**config.mk**
```make
export PLATFORM = sky130hd
export DESIGN_NAME = cmpev_top
export DESIGN_NICKNAME = d
export VERILOG_FILES = /design/src/rtl/cmpev_pkg.sv /design/src/rtl/cmpev_top.sv /design/src/rtl/cmpev_sampler.sv
export VERILOG_INCLUDE_DIRS = /design/src /design/src/rtl
export SDC_FILE = /design/constraint.sdc
export NUM_CORES = 1
export LEC_CHECK = 0
export ABC_AREA = 1
export BUFFER_PORTS_ARGS = -buffer_cell sky130_fd_sc_hd__buf_2
export CAP_MARGIN = 5
export CORE_MARGIN = 2
export CORE_UTILIZATION = 46
export DETAILED_ROUTE_END_ITERATION = 8
export PLACE_DENSITY = 0.75
export SETUP_SLACK_MARGIN = 0.3
export SLEW_MARGIN = 20
export SYNTH_ARGS = -nofsm -noshare
export SYNTH_HDL_FRONTEND = slang
export SYNTH_HIERARCHICAL = 1
export SYNTH_SLANG_ARGS = --single-unit
```
**constraint.sdc**
```tcl
create_clock -name clk_sys -period 1.3 [get_ports clk_sys]
set_input_delay 0.065 -clock clk_sys [delete_from_list [all_inputs] [get_ports clk_sys]]
set_output_delay 0.065 -clock clk_sys [all_outputs]
set_load 0.005 [all_outputs]
```
**src/rtl/cmpev_regs.svh**
```systemverilog
// Register offsets, field positions, reset values and timing counts of the comparator event block
`ifndef CMPEV_REGS_SVH
`define CMPEV_REGS_SVH
`define CMPEV_CTRL_ADDR 8'h97
`define CMPEV_CTRL_RESET 8'h00
`define CMPEV_SEL_HI 7
`define CMPEV_SEL_LO 6
`define CMPEV_CON_BIT 5
`define CMPEV_FLAG_BIT 4
`define CMPEV_EN_BIT 3
`define CMPEV_MODE_HI 2
`define CMPEV_MODE_LO 0
`define CMPEV_IE_BIT 6
`define CMPEV_OVF_WAIT 2'h2
`define CMPEV_PERSIST 3'h4
`define CMPEV_CLK_SYS 2'h0
`endif

```
**src/rtl/cmpev_pkg.sv**
```systemverilog
// Types shared by the comparator event block
package cmpev_pkg;
  typedef enum logic [2:0] {
    CMPEV_LOW_LEVEL = 3'h0,
    CMPEV_RISE = 3'h1,
    CMPEV_DB_TOGGLE = 3'h2,
    CMPEV_DB_RISE = 3'h3,
    CMPEV_FALL = 3'h4,
    CMPEV_TOGGLE = 3'h5,
    CMPEV_DB_FALL = 3'h6,
    CMPEV_HIGH_LEVEL = 3'h7
  } cmpev_mode_t;

  typedef struct packed {
    logic [1:0] positive_input_select_a;
    logic input_connect_a;
    logic event_flag_a;
    logic comparator_enable_a;
    cmpev_mode_t event_mode_a;
  } cmpev_ctrl_t;

  typedef struct packed {
    logic analog_in_three;
    logic analog_in_two;
    logic analog_in_one;
    logic analog_in_zero;
  } cmpev_pins_t;
endpackage : cmpev_pkg

```
**src/rtl/cmpev_top.sv**
```systemverilog
// Comparator A event logic with control/status register and debouncer
// Functional notes
// - With the default sample clock and no debouncing the comparator output is sampled every system clock.
// - In debouncing modes with sample clock select 00 the resample delay is timed by timer one.
// - After a relevant transition the debouncer waits for two timer one overflows before resampling.
// - If the resample matches the expected level the event flag is set, otherwise the event is dropped.
// - With a free-running timer the debounced flag rises one to two time-outs after the first edge.
// - With a timer-clocked sample clock a change counts as an edge only after four agreeing samples.
// - The input connect bit routes the selected analog pin to the comparator or isolates it.
// - The event flag is set only while enabled and the sampled output meets the selected mode.
// - Hardware never clears the event flag; software writes zero to acknowledge it.
// - The event flag raises an interrupt request only while global enable bit 6 is set.
// - Clearing the enable bit forces the comparator output low and blocks new events.
// - While enabled, the digital input buffers of the four analog pins are off if those pins are input-only.
// - Reset clears the control/status register at address 97h to zero; it is not bit addressable.
// - Mode codes: low level, rise, debounced toggle, debounced rise, fall, toggle, debounced fall, high level.
`include "cmpev_regs.svh"
module cmpev_top #(
  parameter logic [1:0] OVF_WAIT = `CMPEV_OVF_WAIT
) (
  // Clock and reset
  input wire logic clk_sys,
  input wire logic rstn,
  // Special-function register port
  input wire logic [7:0] sfr_addr,
  input wire logic sfr_wr,
  input wire logic [7:0] sfr_wdata,
  output logic [7:0] sfr_rdata,
  // Global interrupt enable register contents
  input wire logic [7:0] global_interrupt_enable_reg,
  // Analog comparator and timers
  input wire logic comp_raw,
  input wire logic [1:0] sample_clock_select,
  input wire logic timer0_ovf,
  input wire logic timer1_ovf,
  input wire logic timer2_ovf,
  // Analog pin control
  input wire cmpev_pkg::cmpev_pins_t pin_input_only,
  output cmpev_pkg::cmpev_pins_t pin_connect,
  output cmpev_pkg::cmpev_pins_t pin_dig_in_off,
  // Outputs
  output logic comp_out,
  output logic irq_req
);
  // ****************************************
  // Input synchronisers
  // ****************************************
  logic [2:0] ovf_s1_r, ovf_s2_r, ovf_d_r;
  logic comp_s1_r, comp_s2_r;

  // ****************************************
  // Control/status register
  // ****************************************
  cmpev_pkg::cmpev_ctrl_t ctrl_r, ctrl_nxt;
  logic [7:0] rdata_r, rdata_nxt;
  logic irq_r, irq_nxt;
  cmpev_pkg::cmpev_pins_t conn_r, conn_nxt, doff_r, doff_nxt;
  logic cout_r, cout_nxt;

  // ****************************************
  // Event detection state
  // ****************************************
  typedef enum {CMPEV_IDLE, CMPEV_WAIT} cmpev_db_state_t;
  cmpev_db_state_t db_r, db_nxt;
  logic [1:0] ovf_cnt_r, ovf_cnt_nxt;
  logic expect_r, expect_nxt;
  logic prev_r, prev_nxt;
  logic set_evt;

  logic [2:0] ovf_rise;
  logic sample_tick;
  logic t1_tick;
  logic lvl, lvl_stb;
  logic comp_gated;

  function automatic logic is_debounced(input cmpev_pkg::cmpev_mode_t m);
    is_debounced = (m == cmpev_pkg::CMPEV_DB_TOGGLE) || (m == cmpev_pkg::CMPEV_DB_RISE)
                   || (m == cmpev_pkg::CMPEV_DB_FALL);
  endfunction : is_debounced

  // Debounced modes trigger on the transition that their code names; only select 00 then starts a wait
  function automatic logic db_trigger(input cmpev_pkg::cmpev_mode_t m, input logic rise, input logic fall);
    case (m)
      cmpev_pkg::CMPEV_DB_RISE: db_trigger = rise;
      cmpev_pkg::CMPEV_DB_FALL: db_trigger = fall;
      cmpev_pkg::CMPEV_DB_TOGGLE: db_trigger = rise | fall;
      default: db_trigger = 1'b0;
    endcase
  endfunction : db_trigger

  // Level modes fire on every sample while true, edge modes once per transition
  function automatic logic plain_trigger(input cmpev_pkg::cmpev_mode_t m, input logic lv, input logic rise,
    input logic fall);
    case (m)
      cmpev_pkg::CMPEV_LOW_LEVEL: plain_trigger = ~lv;
      cmpev_pkg::CMPEV_HIGH_LEVEL: plain_trigger = lv;
      cmpev_pkg::CMPEV_RISE: plain_trigger = rise;
      cmpev_pkg::CMPEV_FALL: plain_trigger = fall;
      cmpev_pkg::CMPEV_TOGGLE: plain_trigger = rise | fall;
      default: plain_trigger = 1'b0;
    endcase
  endfunction : plain_trigger

  // Overflow pulses are edge-detected after the second stage
  assign ovf_rise = ovf_s2_r & ~ovf_d_r;
  assign t1_tick = ovf_rise[1];
  always_comb
  begin
    case (sample_clock_select)
      2'h1: sample_tick = ovf_rise[0];
      2'h2: sample_tick = ovf_rise[1];
      2'h3: sample_tick = ovf_rise[2];
      default: sample_tick = 1'b1;
    endcase
  end

  // Disabled comparator reads as low
  assign comp_gated = comp_s2_r & ctrl_r.comparator_enable_a;

  // ****************************************
  // Sampler
  // ****************************************
  cmpev_sampler #(
    .PERSIST(`CMPEV_PERSIST)
  ) u_sampler (
    .clk_sys(clk_sys),
    .rstn(rstn),
    .sample_clock_select(sample_clock_select),
    .sample_tick(sample_tick),
    .level_in(comp_gated),
    .level_out(lvl),
    .level_stb(lvl_stb)
  );

  // ****************************************
  // Event detection and debouncing
  // ****************************************
  always_comb
  begin
    logic rise;
    logic fall;
    logic en;
    cmpev_pkg::cmpev_mode_t m;
    rise = 1'b0;
    fall = 1'b0;
    en = ctrl_r.comparator_enable_a;
    m = ctrl_r.event_mode_a;
    db_nxt = db_r;
    ovf_cnt_nxt = ovf_cnt_r;
    expect_nxt = expect_r;
    prev_nxt = prev_r;
    set_evt = 1'b0;
    // Edges only count on a sampler strobe
    if (lvl_stb)
    begin
      rise = lvl & ~prev_r;
      fall = ~lvl & prev_r;
      prev_nxt = lvl;
    end
    if (!en)
    begin
      // Disabling aborts a pending debounce wait
      db_nxt = CMPEV_IDLE;
      ovf_cnt_nxt = 2'h0;
    end
    else if (!is_debounced(m))
    begin
      // Plain modes need no wait state
      db_nxt = CMPEV_IDLE;
      ovf_cnt_nxt = 2'h0;
      if (lvl_stb)
      begin
        set_evt = plain_trigger(m, lvl, rise, fall);
      end
    end
    else
    begin
      case (db_r)
        CMPEV_IDLE:
        begin
          if (db_trigger(m, rise, fall))
          begin
            // Toggle expects the new level; edges imply their own level
            expect_nxt = lvl;
            ovf_cnt_nxt = 2'h0;
            if (sample_clock_select == `CMPEV_CLK_SYS)
            begin
              db_nxt = CMPEV_WAIT;
            end
            else
            begin
              // Timer-clocked sampling already filtered the edge
              set_evt = 1'b1;
            end
          end
        end
        CMPEV_WAIT:
        begin
          // Free-running timer: two overflows guarantee at least one full period
          if (t1_tick)
          begin
            if (ovf_cnt_r + 2'h1 >= OVF_WAIT)
            begin
              db_nxt = CMPEV_IDLE;
              ovf_cnt_nxt = 2'h0;
              // Resample the live gated level, not the filtered one
              set_evt = (comp_gated == expect_r);
              prev_nxt = comp_gated;
            end
            else
            begin
              ovf_cnt_nxt = ovf_cnt_r + 2'h1;
            end
          end
        end
        default: db_nxt = CMPEV_IDLE;
      endcase
    end
  end

  // ****************************************
  // Register port and outputs
  // ****************************************
  always_comb
  begin
    cmpev_pkg::cmpev_ctrl_t w;
    w = cmpev_pkg::cmpev_ctrl_t'(sfr_wdata);
    ctrl_nxt = ctrl_r;
    // Whole-byte writes only; the register is not bit addressable
    if (sfr_wr && sfr_addr == `CMPEV_CTRL_ADDR)
    begin
      ctrl_nxt = w;
      // Software may only clear the flag; writing one keeps it unchanged
      ctrl_nxt.event_flag_a = ctrl_r.event_flag_a & w.event_flag_a;
    end
    // A hardware set wins over a same-cycle software clear
    if (set_evt && ctrl_r.comparator_enable_a)
    begin
      ctrl_nxt.event_flag_a = 1'b1;
    end
    // Read data shows the value after this cycle's update
    rdata_nxt = (sfr_addr == `CMPEV_CTRL_ADDR) ? ctrl_nxt : 8'h00;
    // Request follows the flag, gated by the global enable
    irq_nxt = ctrl_nxt.event_flag_a & global_interrupt_enable_reg[`CMPEV_IE_BIT];
    // Pins stay isolated unless connected
    conn_nxt = '0;
    if (ctrl_nxt.input_connect_a)
    begin
      conn_nxt = cmpev_pkg::cmpev_pins_t'(4'h1 << ctrl_nxt.positive_input_select_a);
    end
    doff_nxt = ctrl_nxt.comparator_enable_a ? pin_input_only : 4'h0;
    cout_nxt = comp_gated;
  end

  always_ff @(posedge clk_sys)
  begin
    if (!rstn)
    begin
      ovf_s1_r <= 3'h0;
      ovf_s2_r <= 3'h0;
      ovf_d_r <= 3'h0;
      comp_s1_r <= 1'b0;
      comp_s2_r <= 1'b0;
      ctrl_r <= `CMPEV_CTRL_RESET;
      rdata_r <= 8'h00;
      irq_r <= 1'b0;
      conn_r <= '0;
      doff_r <= '0;
      cout_r <= 1'b0;
      db_r <= CMPEV_IDLE;
      ovf_cnt_r <= 2'h0;
      expect_r <= 1'b0;
      prev_r <= 1'b0;
    end
    else
    begin
      // Two stages before any logic reads the asynchronous lines
      ovf_s1_r <= {timer2_ovf, timer1_ovf, timer0_ovf};
      ovf_s2_r <= ovf_s1_r;
      ovf_d_r <= ovf_s2_r;
      comp_s1_r <= comp_raw;
      comp_s2_r <= comp_s1_r;
      ctrl_r <= ctrl_nxt;
      rdata_r <= rdata_nxt;
      irq_r <= irq_nxt;
      conn_r <= conn_nxt;
      doff_r <= doff_nxt;
      cout_r <= cout_nxt;
      db_r <= db_nxt;
      ovf_cnt_r <= ovf_cnt_nxt;
      expect_r <= expect_nxt;
      prev_r <= prev_nxt;
    end
  end

  // ****************************************
  // Outputs
  // ****************************************
  assign sfr_rdata = rdata_r;
  assign irq_req = irq_r;
  assign pin_connect = conn_r;
  assign pin_dig_in_off = doff_r;
  assign comp_out = cout_r;
endmodule : cmpev_top

```
**src/rtl/cmpev_sampler.sv**
```systemverilog
// Comparator output sampler: plain per-cycle sampling or timer-clocked persistence filter
`include "cmpev_regs.svh"
module cmpev_sampler #(
  parameter logic [2:0] PERSIST = `CMPEV_PERSIST
) (
  // Clock and reset
  input wire logic clk_sys,
  input wire logic rstn,
  // Sampling control
  input wire logic [1:0] sample_clock_select,
  input wire logic sample_tick,
  input wire logic level_in,
  // Filtered level
  output logic level_out,
  output logic level_stb
);
  logic level_r, level_nxt;
  logic stb_r, stb_nxt;
  logic cand_r, cand_nxt;
  logic [2:0] cnt_r, cnt_nxt;

  assign level_out = level_r;
  assign level_stb = stb_r;

  always_comb
  begin
    level_nxt = level_r;
    cand_nxt = cand_r;
    cnt_nxt = cnt_r;
    stb_nxt = 1'b0;
    if (sample_clock_select == `CMPEV_CLK_SYS)
    begin
      // One sample on every system clock
      level_nxt = level_in;
      stb_nxt = 1'b1;
      cnt_nxt = 3'h0;
      cand_nxt = level_in;
    end
    else if (sample_tick)
    begin
      stb_nxt = 1'b1;
      if (level_in == level_r)
      begin
        cnt_nxt = 3'h0;
        cand_nxt = level_r;
      end
      else if (level_in != cand_r)
      begin
        // New candidate, this is its first sample
        cand_nxt = level_in;
        cnt_nxt = 3'h1;
      end
      else if (cnt_r + 3'h1 >= PERSIST)
      begin
        // Change held for the full run of samples
        level_nxt = level_in;
        cnt_nxt = 3'h0;
      end
      else
      begin
        cnt_nxt = cnt_r + 3'h1;
      end
    end
  end

  always_ff @(posedge clk_sys)
  begin
    if (!rstn)
    begin
      level_r <= 1'b0;
      stb_r <= 1'b0;
      cand_r <= 1'b0;
      cnt_r <= 3'h0;
    end
    else
    begin
      level_r <= level_nxt;
      stb_r <= stb_nxt;
      cand_r <= cand_nxt;
      cnt_r <= cnt_nxt;
    end
  end
endmodule : cmpev_sampler

```
# Yosys cells after proc, flatten, opt, wreduce, memory -nomap -nowiden
# Cells that the tools add are included.
[word_totals] output_inout_bits=18 ff_bits=79 word_cells=134 input_bits=37
[op_classes] n_shift=1 magnitude_cmp=2 eq_ne=21 n_reduce_logical=21 n_mux=47 n_bitwise=11 n_addsub=2
[ops] cell="$mux 32" count=4
[ops] cell="$pmux 32 s2" count=1
[ops] cell="$eq 32x1->1 const B" count=1
[ops] cell="$logic_not 32->1" count=1
[ops] cell="$mux 1" count=30
[ops] cell="$eq 3x3->1 const B" count=4
[ops] cell="$ne 2x2->1 const B" count=6
[ops] cell="$reduce_and 4->1" count=3
[ops] cell="$mux 3" count=3
[ops] cell="$eq 8x8->1 const B" count=1
[ops] cell="$mux 8" count=1
[ops] cell="$reduce_and 2->1" count=4
[ops] cell="$eq 3x2->1 const B" count=2
[ops] cell="$mux 2" count=3
[ops] cell="$pmux 1 s3" count=2
[ops] cell="$reduce_and 3->1" count=2
[ops] cell="$reduce_bool 2->1" count=3
[ops] cell="$and 1x1->1" count=5
[ops] cell="$pmux 1 s5" count=1
[ops] cell="$eq 2x2->1 const B" count=2
[ops] cell="$pmux 2 s2" count=1
[ops] cell="$shl 1x2->4 const A" count=1
[ops] cell="$add 3x1->3 const B" count=1
[ops] cell="$and 3x3->3" count=1
[ops] cell="17 further kinds" count=22

# Depth between registers and ports, before layout
# Gate-level depths: netlist (run 1).
[depth] word_depth=15 depth_mapped=12 mapped_depth_nobuf=12

# Hierarchy
# Netlist (run 1), hierarchy kept.
[modules_own_cells] mod="cmpev_top" area_each_um2=1599.0 seq_area_each_um2=840.8 cells_each=213 instances=1
[modules_own_cells] mod="cmpev_sampler" area_each_um2=360.3 seq_area_each_um2=120.1 cells_each=52 instances=1

# Worst setup path after synthesis (run 1)
# No wires, ideal clock.
[synth_path] path_kind="register to register" start="register comp_s2_r" end="register u_sampler.level_r (netlist: u_sampler/level_out)" n_path_buf=0 period_less_slack_ns=1.308 t_arrival_ns=1.193 stages_incl_launch_ff=8 required_ns=1.185 setup_ns=0.115 path_slack_ns=-0.008 cell_sequence="dfxtp_1 nand2_1 inv_1 ha_1 nor2_2 nand3_2 a21oi_1 nor2_1"
[synth_between] elab_chain_len=6 word_cells_on_any_way=11 cone_classes="4 x eq/ne; 5 x mux; 1 x bitwise; 1 x reduce/logical"
[synth_lines] item="start, declared" line="cmpev_top.sv:49" text="logic comp_s1_r, comp_s2_r;"
[synth_lines] item="start signal, assigned" line="cmpev_top.sv:282" text="comp_s2_r <= comp_s1_r;"
[synth_lines] item="$and 1x1->1 *" line="cmpev_top.sv:118" text="assign comp_gated = comp_s2_r & ctrl_r.comparator_enable_a;"
[synth_lines] item="via comp_gated" line="cmpev_top.sv:74" text="logic comp_gated;"
[synth_lines] item="$mux 1" line="cmpev_sampler.sv:53" text="else if (cnt_r + 3'h1 >= PERSIST)"
[synth_lines] item="$mux 1" line="cmpev_sampler.sv:47" text="else if (level_in != cand_r)"
[synth_lines] item="$mux 1" line="cmpev_sampler.sv:42" text="if (level_in == level_r)"
[synth_lines] item="$mux 1" line="cmpev_sampler.sv:39" text="else if (sample_tick)"
[synth_lines] item="$mux 1" line="cmpev_sampler.sv:31" text="if (sample_clock_select == `CMPEV_CLK_SYS)"
[synth_lines] item="end signal, assigned" line="cmpev_sampler.sv:77" text="level_r <= level_nxt;"
[synth_lines] item="end, declared" line="cmpev_sampler.sv:17" text="logic level_r, level_nxt;"
# Mark *: on every way through the listed nets, which the timed path passes. The rest lies on a longest branch. The select of a mux whose other input is x is not followed.
# A chain may end at the register's enable or synchronous reset.

# Worst setup path after layout (run 1)
[layout_path] start="register ovf_cnt_r[0]" end="register irq_r (netlist: irq_req)"
[layout_between] elab_chain_len=10
[layout_lines] item="start, declared" line="cmpev_top.sv:65" text="logic [1:0] ovf_cnt_r, ovf_cnt_nxt;"
[layout_lines] item="start signal, assigned" line="cmpev_top.sv:290" text="ovf_cnt_r <= ovf_cnt_nxt;"
[layout_lines] item="$add 2x1->2" line="cmpev_top.sv:202" text="if (ovf_cnt_r + 2'h1 >= OVF_WAIT)"
[layout_lines] item="$ge 2x2->1" line="cmpev_top.sv:202"
[layout_lines] item="$mux 1" line="cmpev_top.sv:202"
[layout_lines] item="$mux 1" line="cmpev_top.sv:200" text="if (t1_tick)"
[layout_lines] item="$pmux 1 s2" line="cmpev_top.sv:178" text="case (db_r)"
[layout_lines] item="$mux 1" line="cmpev_top.sv:166" text="else if (!is_debounced(m))"
[layout_lines] item="$mux 1" line="cmpev_top.sv:160" text="if (!en)"
[layout_lines] item="$logic_and 1x1->1" line="cmpev_top.sv:237" text="if (set_evt && ctrl_r.comparator_enable_a)"
[layout_lines] item="$mux 1" line="cmpev_top.sv:237"
[layout_lines] item="$and 1x1->1" line="cmpev_top.sv:244" text="irq_nxt = ctrl_nxt.event_flag_a & global_interrupt_enable_reg[`CMPEV_IE_BIT];"
[layout_lines] item="end signal, assigned" line="cmpev_top.sv:285" text="irq_r <= irq_nxt;"
[layout_lines] item="end, declared" line="cmpev_top.sv:56" text="logic irq_r, irq_nxt;"
# No other way between the ends.

==> metrics.md, run 1 <==
| Metric | Value |
|---|---|
| Core Area | `~4100 um2` |
| Global-route total usage across every layer | `18.77%` |
| Pre-CTS setup slack | `-40.66 ps` |
| DRC viols | `0` |
| Data arrival time of the critical path | `~1600 ps` |
| Number of global-route vias before repair | `between 1500 and 2000` |
| First-pass iteration count of the detailed router | `4` |
| Final period util | `102.7%` |
| Fraction of power consumed by sequential logic | `53.5%` |
| Switching Share | `23.22%` |
| Final nets | `between 300 and 400` |
| Row count | `23` |
| Internal power consumption | `about 2200 uW` |
| Starting density of the core | `between 40% and 50%` |
| Count of placed standard cells including taps | `around 360` |
| Vias | `1898` |
| Power density over the cells | `approximately 1000 nW/um2` |
| Post-Route Skew | `about 13 ps` |
| Failing checks | `setup timing` |
| Switching power total | `653.7 uW` |
| Depth of the worst hold-timing path | `3` |
| CP max FO | `3` |
| Per-instance average area after synthesis | `~7.4 um2` |
| Static leakage | `between 0.001 and 0.0015 uW` |
| Synth Instances | `approximately 270` |
| Antenna Cells | `0` |
| Placer congestion estimate | `about 0.94` |
| Routed len/inst | `~12 um` |
| Final cell utilization of the core | `70.74%` |
| Die area | `about 4800 um2` |
| Nets in the synthesized netlist | `just over 300` |
| Area occupied by multi-input gates | `985.9 um2` |
| Maximum root-to-sink buffer count | `2` |
| Share of total power in combinational logic | `under 10%` |
| Setup repair after global routing missed its margin | `true` |
| Pin slew with the least headroom to its limit | `around 440 ps` |
| Worst path required time | `~1500 ps` |
| Length in cells of the worst reg-to-reg path | `10` |
| Die width | `69.27 um` |
| Count of cell types in the netlist | `28` |
| Minimum period implied by the final worst setup slack | `around 1300 ps` |
| Remaining global-route overflow | `0` |
| Clock-pin slew of the registers on the worst-case setup and hold paths | `~90 ps` |
| IR Drop Worst-Case VDD | `a little over 700 uV` |
| Fmax | `749.4 MHz` |
| Worst slew margin relative to its limit | `between 70% and 80%` |
| Total Power | `roughly 2800 uW` |
| Detail Placement HPWL | `2805 um` |
| Share of cells above drive strength 1 | `45.40%` |
| Depth of the CTS H-tree | `2` |
| I/O pin count | `55` |
| Max Transition Viols Final | `0` |
| Register area | `between 900 and 1000 um2` |
| Antenna violations before repair | `0` |
| Sort of element at the end of the critical path | `flop` |
| Clock network power share | `between 30 and 40%` |
| Final count of negative-setup-slack endpoints | `2` |
| Sequential fraction of the synthesis area | `slightly below 50%` |
| Origin of the critical flop-to-flop path | `ovf_cnt_r[0]` |
| Insertion delay of the later-clocked pin in the worst-skew pair | `roughly 300 ps` |
| Total length of routed wires | `approximately 4800 um` |
| Wire length of the first global-routing pass | `7376 um` |
| Number of nets still failing antenna checks after routing | `0` |
| Avg Vias per Cell | `4.769` |
| Post-synthesis to final-layout area growth | `46.49%` |
| Drt first-iter violations | `approximately 110` |
| Cell at the root of the clock tree | `clkbuf_8` |
| Pin count of the biggest net entering global routing | `21` |
| Most frequent cells in the layout | `49 x nand2_1, 47 x buf_2, 37 x inv_1` |
| Path type of the worst min-delay path | `primary input to flop` |
| Mapped Area | `slightly below 2000 um2` |
| Most common cell after layout, fill and taps aside | `nand2_1` |
| Floorplan die height | `69.27 um` |
| Run status | `finished, violations left` |
| Warnings, synthesis | `6` |
| Startpoint of the most critical setup path | `ovf_cnt_r[0]` |
| Critical path type | `flop to flop` |
| Hold violation count in the final report | `0` |
| Startpoint types | `flop` |
| Launch instance of the worst min-delay path | `sfr_wdata[0]` |
| Max-cap violation count | `0` |
| Setup slack of the critical path after layout | `-34.49 ps` |
| Total of fill cells in the finished design | `~280` |
| #FFs+latches synth | `48` |
| I/O Buffers | `between 40 and 50` |
| Number of buffers added by the clock tree synthesis step | `5` |
| CTS tree | `done` |
| Filler-free cell count of the finished design | `~400` |
| Sink count of the clock tree | `48` |
worst max-delay path, cell delays in order, from the launching register on:
cell     delay [ps]
dfxtp_2         340
inv_2            50
ha_4            240
nand4_1          90
nor2_1          100
nor2_1           50
a21oi_1         130
nand2_1          70
nand2_1          70
nand2_2          60
nor2_1           80
final timing paths:
kind	end	slack, ps
max	irq_req	-30
min	ctrl_r[0]	8
max reg2reg	irq_req	-30
min reg2reg	comp_s2_r	410
cell usage after synthesis, drive strengths merged:
cell type   n  share of area [%]
clkbuf      1               0.19
o21ai      10                2.7
or2         1               0.32
nor3b       1               0.64
inv        51                9.8
nor4        2                1.4
nor3        3               0.77
nand3      13                4.1
buf         2               0.64
a21oi       8                2.0
a31oi       1               0.32
o2111ai     1               0.45
ha          4                2.6
a211oi      1               0.38
dfxtp      48                 49
nor2       43                8.9
nand2      72                 15
nand4       3               0.96
layout make-up:
cell class	instances	share of cell area [%]
multi-input combinational	163	34.35
inverter	51	7.018
clock inverter	1	0.3051
tap	50	2.180
sequential	48	34.39
timing repair buffer	78	18.00
clock buffer	7	3.749
routing by layer:
metal / routed length [um] / track usage, % / vias up / part of all wire (%)
met5: 0 / 0 / - / 0
li1: - / - / 964 / -
met1: 2077 / 22.05 / 862 / 44
met2: 2352 / 32.37 / 64 / 49
met4: 95 / 7.625 / 0 / 2.0
met3: 235 / 4.942 / 8 / 4.9
timing repair:
action,4_1_cts,5_1_grt
hold buffers,9,0
endpoints found under the hold margin,9,0
gates resized for setup,35,32
pin swaps,15,17
setup endpoints to repair,13,26
cloned,0,0
buffers inserted,11,6
per-stage QoR:
step	hold WS (ps)	cell area (um2)	TNS [ps]
after CTS	2.170	2735	-74.32
after detailed placement	249.5	2344	-72.50
after global routing	18.29	2870	-358.9
after floorplan	162.6	2028	0
after global placement	243.5	2344	0
final	7.680	2870	-65.44
power groups by stage:
| stage | logic, uW | registers [uW] | clock network [uW] |
|---|---|---|---|
| 2_1_floorplan | 104 | 1540 | 0 |
| 3_3_place_gp | 174 | 1540 | 0 |
| 3_5_place_dp | 179 | 1540 | 0 |
| 4_1_cts | 223 | 1510 | 1070 |
| 5_1_grt | 276 | 1510 | 1130 |
| 6_report | 250 | 1510 | 1060 |
registers in the layout, summed over array words and instances, names as in the netlist, 2 cells and up:
name and cells:
ovf_d_r 3, ovf_s2_r 3, ovf_s1_r 3, ovf_cnt_r 2, pin_connect 4, ctrl_r 8
pin_dig_in_off 4, sfr_rdata 8, u_sampler/cnt_r 3
cell families after synthesis:
logic type | count (synthesis) | synth area share [%]
AOI/OAI and AO/OA | 21 | 5.939
adders and majority gates | 4 | 2.554
buffers and inverters | 54 | 10.60
DFF | 48 | 49.04
and+or+nand+nor | 138 | 31.86
Power figures use the tool's default switching activity.
==> run 2: changes to the inputs <==
CELL_PAD_IN_SITES_DETAIL_PLACEMENT = 2   (was not set)
CELL_PAD_IN_SITES_GLOBAL_PLACEMENT = 2   (was not set)
CORE_UTILIZATION = 25   (was 46)
PLACE_DENSITY = not set   (was 0.75)
PLACE_DENSITY_LB_ADDON = 0.1   (was not set)
==> run 2 against run 1 <==
The flow still finishes with violations (setup timing). Clock skew is 2.8 ps lower. Total power down 3.1%. Combinational power grew 3%. Clock power down 9%. Critical endpoint unchanged. Largest cell class is now multi-input gates. Largest power group unchanged. Highest routed layer unchanged.
==> metrics.md, run 2 (synthesis results as in run 1) <==
| Metric | Value |
|---|---|
| Remaining global-route overflow | `0 (unchanged)` |
| Run status | `finished, violations left` |
| Depth of the CTS H-tree | `2 (unchanged)` |
| Design area | `2978 um2 (+3.7%)` |
| Pre-CTS setup slack | `-60.88 ps (-20.22 ps)` |
| CTS tree | `done` |
| Sort of element at the end of the critical path | `flop` |
| Floorplan die height | `92.53 um (+34%)` |
| Hold violation count in the final report | `0 (unchanged)` |
| Final period util | `107.9% (+5.3 points)` |
| Standard cell area after detailed placement | `2466 um2 (+5.2%)` |
| Worst slew margin relative to its limit | `80.58% (+10 points)` |
| Number of buffers added by the clock tree synthesis step | `5 (unchanged)` |
| Aggregate negative setup slack | `-250.4 ps (-184.9 ps)` |
| Sink count of the clock tree | `48 (unchanged)` |
| Starting density of the core | `25.62% (-23 points)` |
| Startpoint of the most critical setup path | `ovf_cnt_r[0]` |
| Launch instance of the worst min-delay path | `sfr_wdata[1]` |
| Origin of the critical flop-to-flop path | `ovf_cnt_r[0]` |
| Post-Route Skew | `9.846 ps (-2.771 ps)` |
| Cell at the root of the clock tree | `clkbuf_8` |
| Setup slack of the critical path after layout | `-103.0 ps (-68.51 ps)` |
| Antenna violations before repair | `0 (unchanged)` |
| Number of global-route vias before repair | `2089 (+18%)` |
| Most common cell after layout, fill and taps aside | `nand2_1` |
| DRC viols | `0 (unchanged)` |
| Critical path type | `flop to flop` |
| Failing checks | `setup timing` |
| Insertion delay of the later-clocked pin in the worst-skew pair | `310 ps (about the same)` |
| Most frequent cells in the layout | `49 x nand2_1, 47 x buf_2, 37 x inv_1, 37 x dfxtp_1, 32 x nor2_1` |
| Total length of routed wires | `5749 um (+21%)` |
| Cell class contributing the biggest share of worst-path delay | `simple AND/OR/NAND/NOR gates` |
| Number of cells on the critical path | `10 (unchanged)` |
| Path type of the worst min-delay path | `primary input to flop` |
| Cell with the biggest individual delay on the critical path | `dfxtp_2` |
| Area occupied by multi-input gates | `1021 um2 (+3.6%)` |
| Final count of negative-setup-slack endpoints | `3 (+1)` |
| I/O Buffers | `47 (unchanged)` |
| First-pass iteration count of the detailed router | `4 (unchanged)` |
| Clock-pin slew of the registers on the worst-case setup and hold paths | `100 ps (about the same)` |
| Share of cells above drive strength 1 | `45.87% (+0.47 points)` |
| Power density over the cells | `916.1 nW/um2 (-6.6%)` |
| IR Drop Worst-Case VDD | `451.5 uV (-37%)` |
| Global-route total usage across every layer | `14.43% (-4.3 points)` |
| Pin count of the biggest net entering global routing | `18 (-14%)` |
| FF-to-FF End | `irq_req` |
| Pin slew with the least headroom to its limit | `291.3 ps (-149.4 ps)` |
| Avg Vias per Cell | `4.294 (-10%)` |
| Final nets | `391 (+0.77%)` |
| Final cell utilization of the core | `38.94% (-32 points)` |
| Length in cells of the worst reg-to-reg path | `10 (unchanged)` |
| List of cells traversed by the critical path | `inv_2 -> ha_4 -> nand4_1 -> nor2_1 -> nor2_1 -> a21oi_1 -> nand2_1 -> nand2_1 -> nand2_2 -> nor2_1` |
| Minimum period implied by the final worst setup slack | `1403 ps (+68.51 ps)` |
| Maximum root-to-sink buffer count | `2 (unchanged)` |
| Routed len/inst | `12.69 um (+6.1%)` |
| Setup repair after global routing missed its margin | `true` |
| Worst Setup EP | `irq_req` |
| Detail Placement HPWL | `4122 um (+47%)` |
| Vias | `1945 (+2.5%)` |
| Wire length of the first global-routing pass | `9653 um (+31%)` |
| Register-to-Register Setup Slack | `-100 ps (-70 ps)` |
| Number of buffer and inverter stages on the critical path | `1 (unchanged)` |
| Startpoint types | `flop` |
| Largest stage delay on the critical path | `360 ps (+20 ps)` |
| Post-synthesis to final-layout area growth | `51.98%` |
| I/O pin count | `55 (unchanged)` |
| Row count | `32 (+39%)` |
| Cell seen most often among critical-path stages | `nor2_1` |
| Register area | `987.2 um2 (unchanged)` |
| Die area | `8562 um2 (+78%)` |
| Drt first-iter violations | `34 (-68%)` |
| Data arrival time of the critical path | `1660 ps (+80 ps)` |
| Number of nets still failing antenna checks after routing | `0 (unchanged)` |
| Total Power | `2728 uW (-3.1%)` |
| Worst path required time | `1550 ps (about the same)` |
| Static leakage | `0.001483 uW (+2.5%)` |
| Placer congestion estimate | `0.7444 (-21%)` |
| Core Area | `7647 um2 (+88%)` |
| Max-cap violation count | `0 (unchanged)` |
| Max Transition Viols Final | `0 (unchanged)` |
| Total of fill cells in the finished design | `871 (+210%)` |
| CP max FO | `3 (unchanged)` |
| Antenna Cells | `0 (unchanged)` |
| Die width | `92.53 um (+34%)` |
| Fmax | `712.8 MHz (-4.9%)` |
-- run 2: cell count changes in the layout (fill, tap and decap cells not counted), moves of 2 or more --
cell / before / now
dfxtp_1: 35 / 37
buf_6: 7 / 5
buf_4: 15 / 18
nand2_4: 6 / 8
nand2_2: 17 / 15
o21ai_1: 6 / 4
dfxtp_2: 9 / 6
inv_4: 2 / 4
-- run 2: metrics by stage --
step           hold WS [ps]  cells
3_3_place_gp          246.0    422
5_1_grt               22.87    453
6_report              16.38    453
4_1_cts               6.554    449
3_5_place_dp          253.5    422
2_1_floorplan         162.6    265
-- run 2: cell type report --
cell class / count / share of cell area [%]
clock inverters: 3 / 0.8403
flip-flops and latches: 48 / 33.15
inverters: 51 / 6.765
repair buffers: 81 / 18.36
well taps: 102 / 4.286
clock buffers: 5 / 2.311
multi-input cells: 163 / 34.29
-- run 2: repair_timing --
| item | 4_1_cts | 5_1_grt |
|---|---|---|
| resized for setup | 42 | 28 |
| setup buffers | 9 | 4 |
| pin swaps | 17 | 11 |
| hold buffers | 10 | 0 |
| setup endpoints to repair | 14 | 29 |
| endpoints found under the hold margin | 10 | 0 |
-- run 2: worst min path at each step --
stage,end,slack [ps],depth (start not counted)
final,ctrl_r[1],20,3
after global routing,ctrl_r[1],20,3
after CTS,ctrl_r[1],7,3
after detailed placement,ovf_s1_r[2],250,3
after global placement,ovf_s1_r[2],250,3
after floorplan,comp_s1_r,160,2
-- run 2: worst min-delay path, cell delays in order --
cell,delay [ps]
buf_2,90
nor2_1,50
nor2_1,90
-- run 2: metal layers --
layer	global-route usage, %	wire length [um]
met5	0	0
met4	5.224	82
met3	2.929	206
met2	24.94	2905
met1	17.71	2554
-- run 2: where the power goes --
part / switching [uW] / internal [uW] / total, uW
logic: 135 / 122 / 257
clock network: 570 / 393 / 963
registers: 20.3 / 1490 / 1510
total: 725 / 2000 / 2730
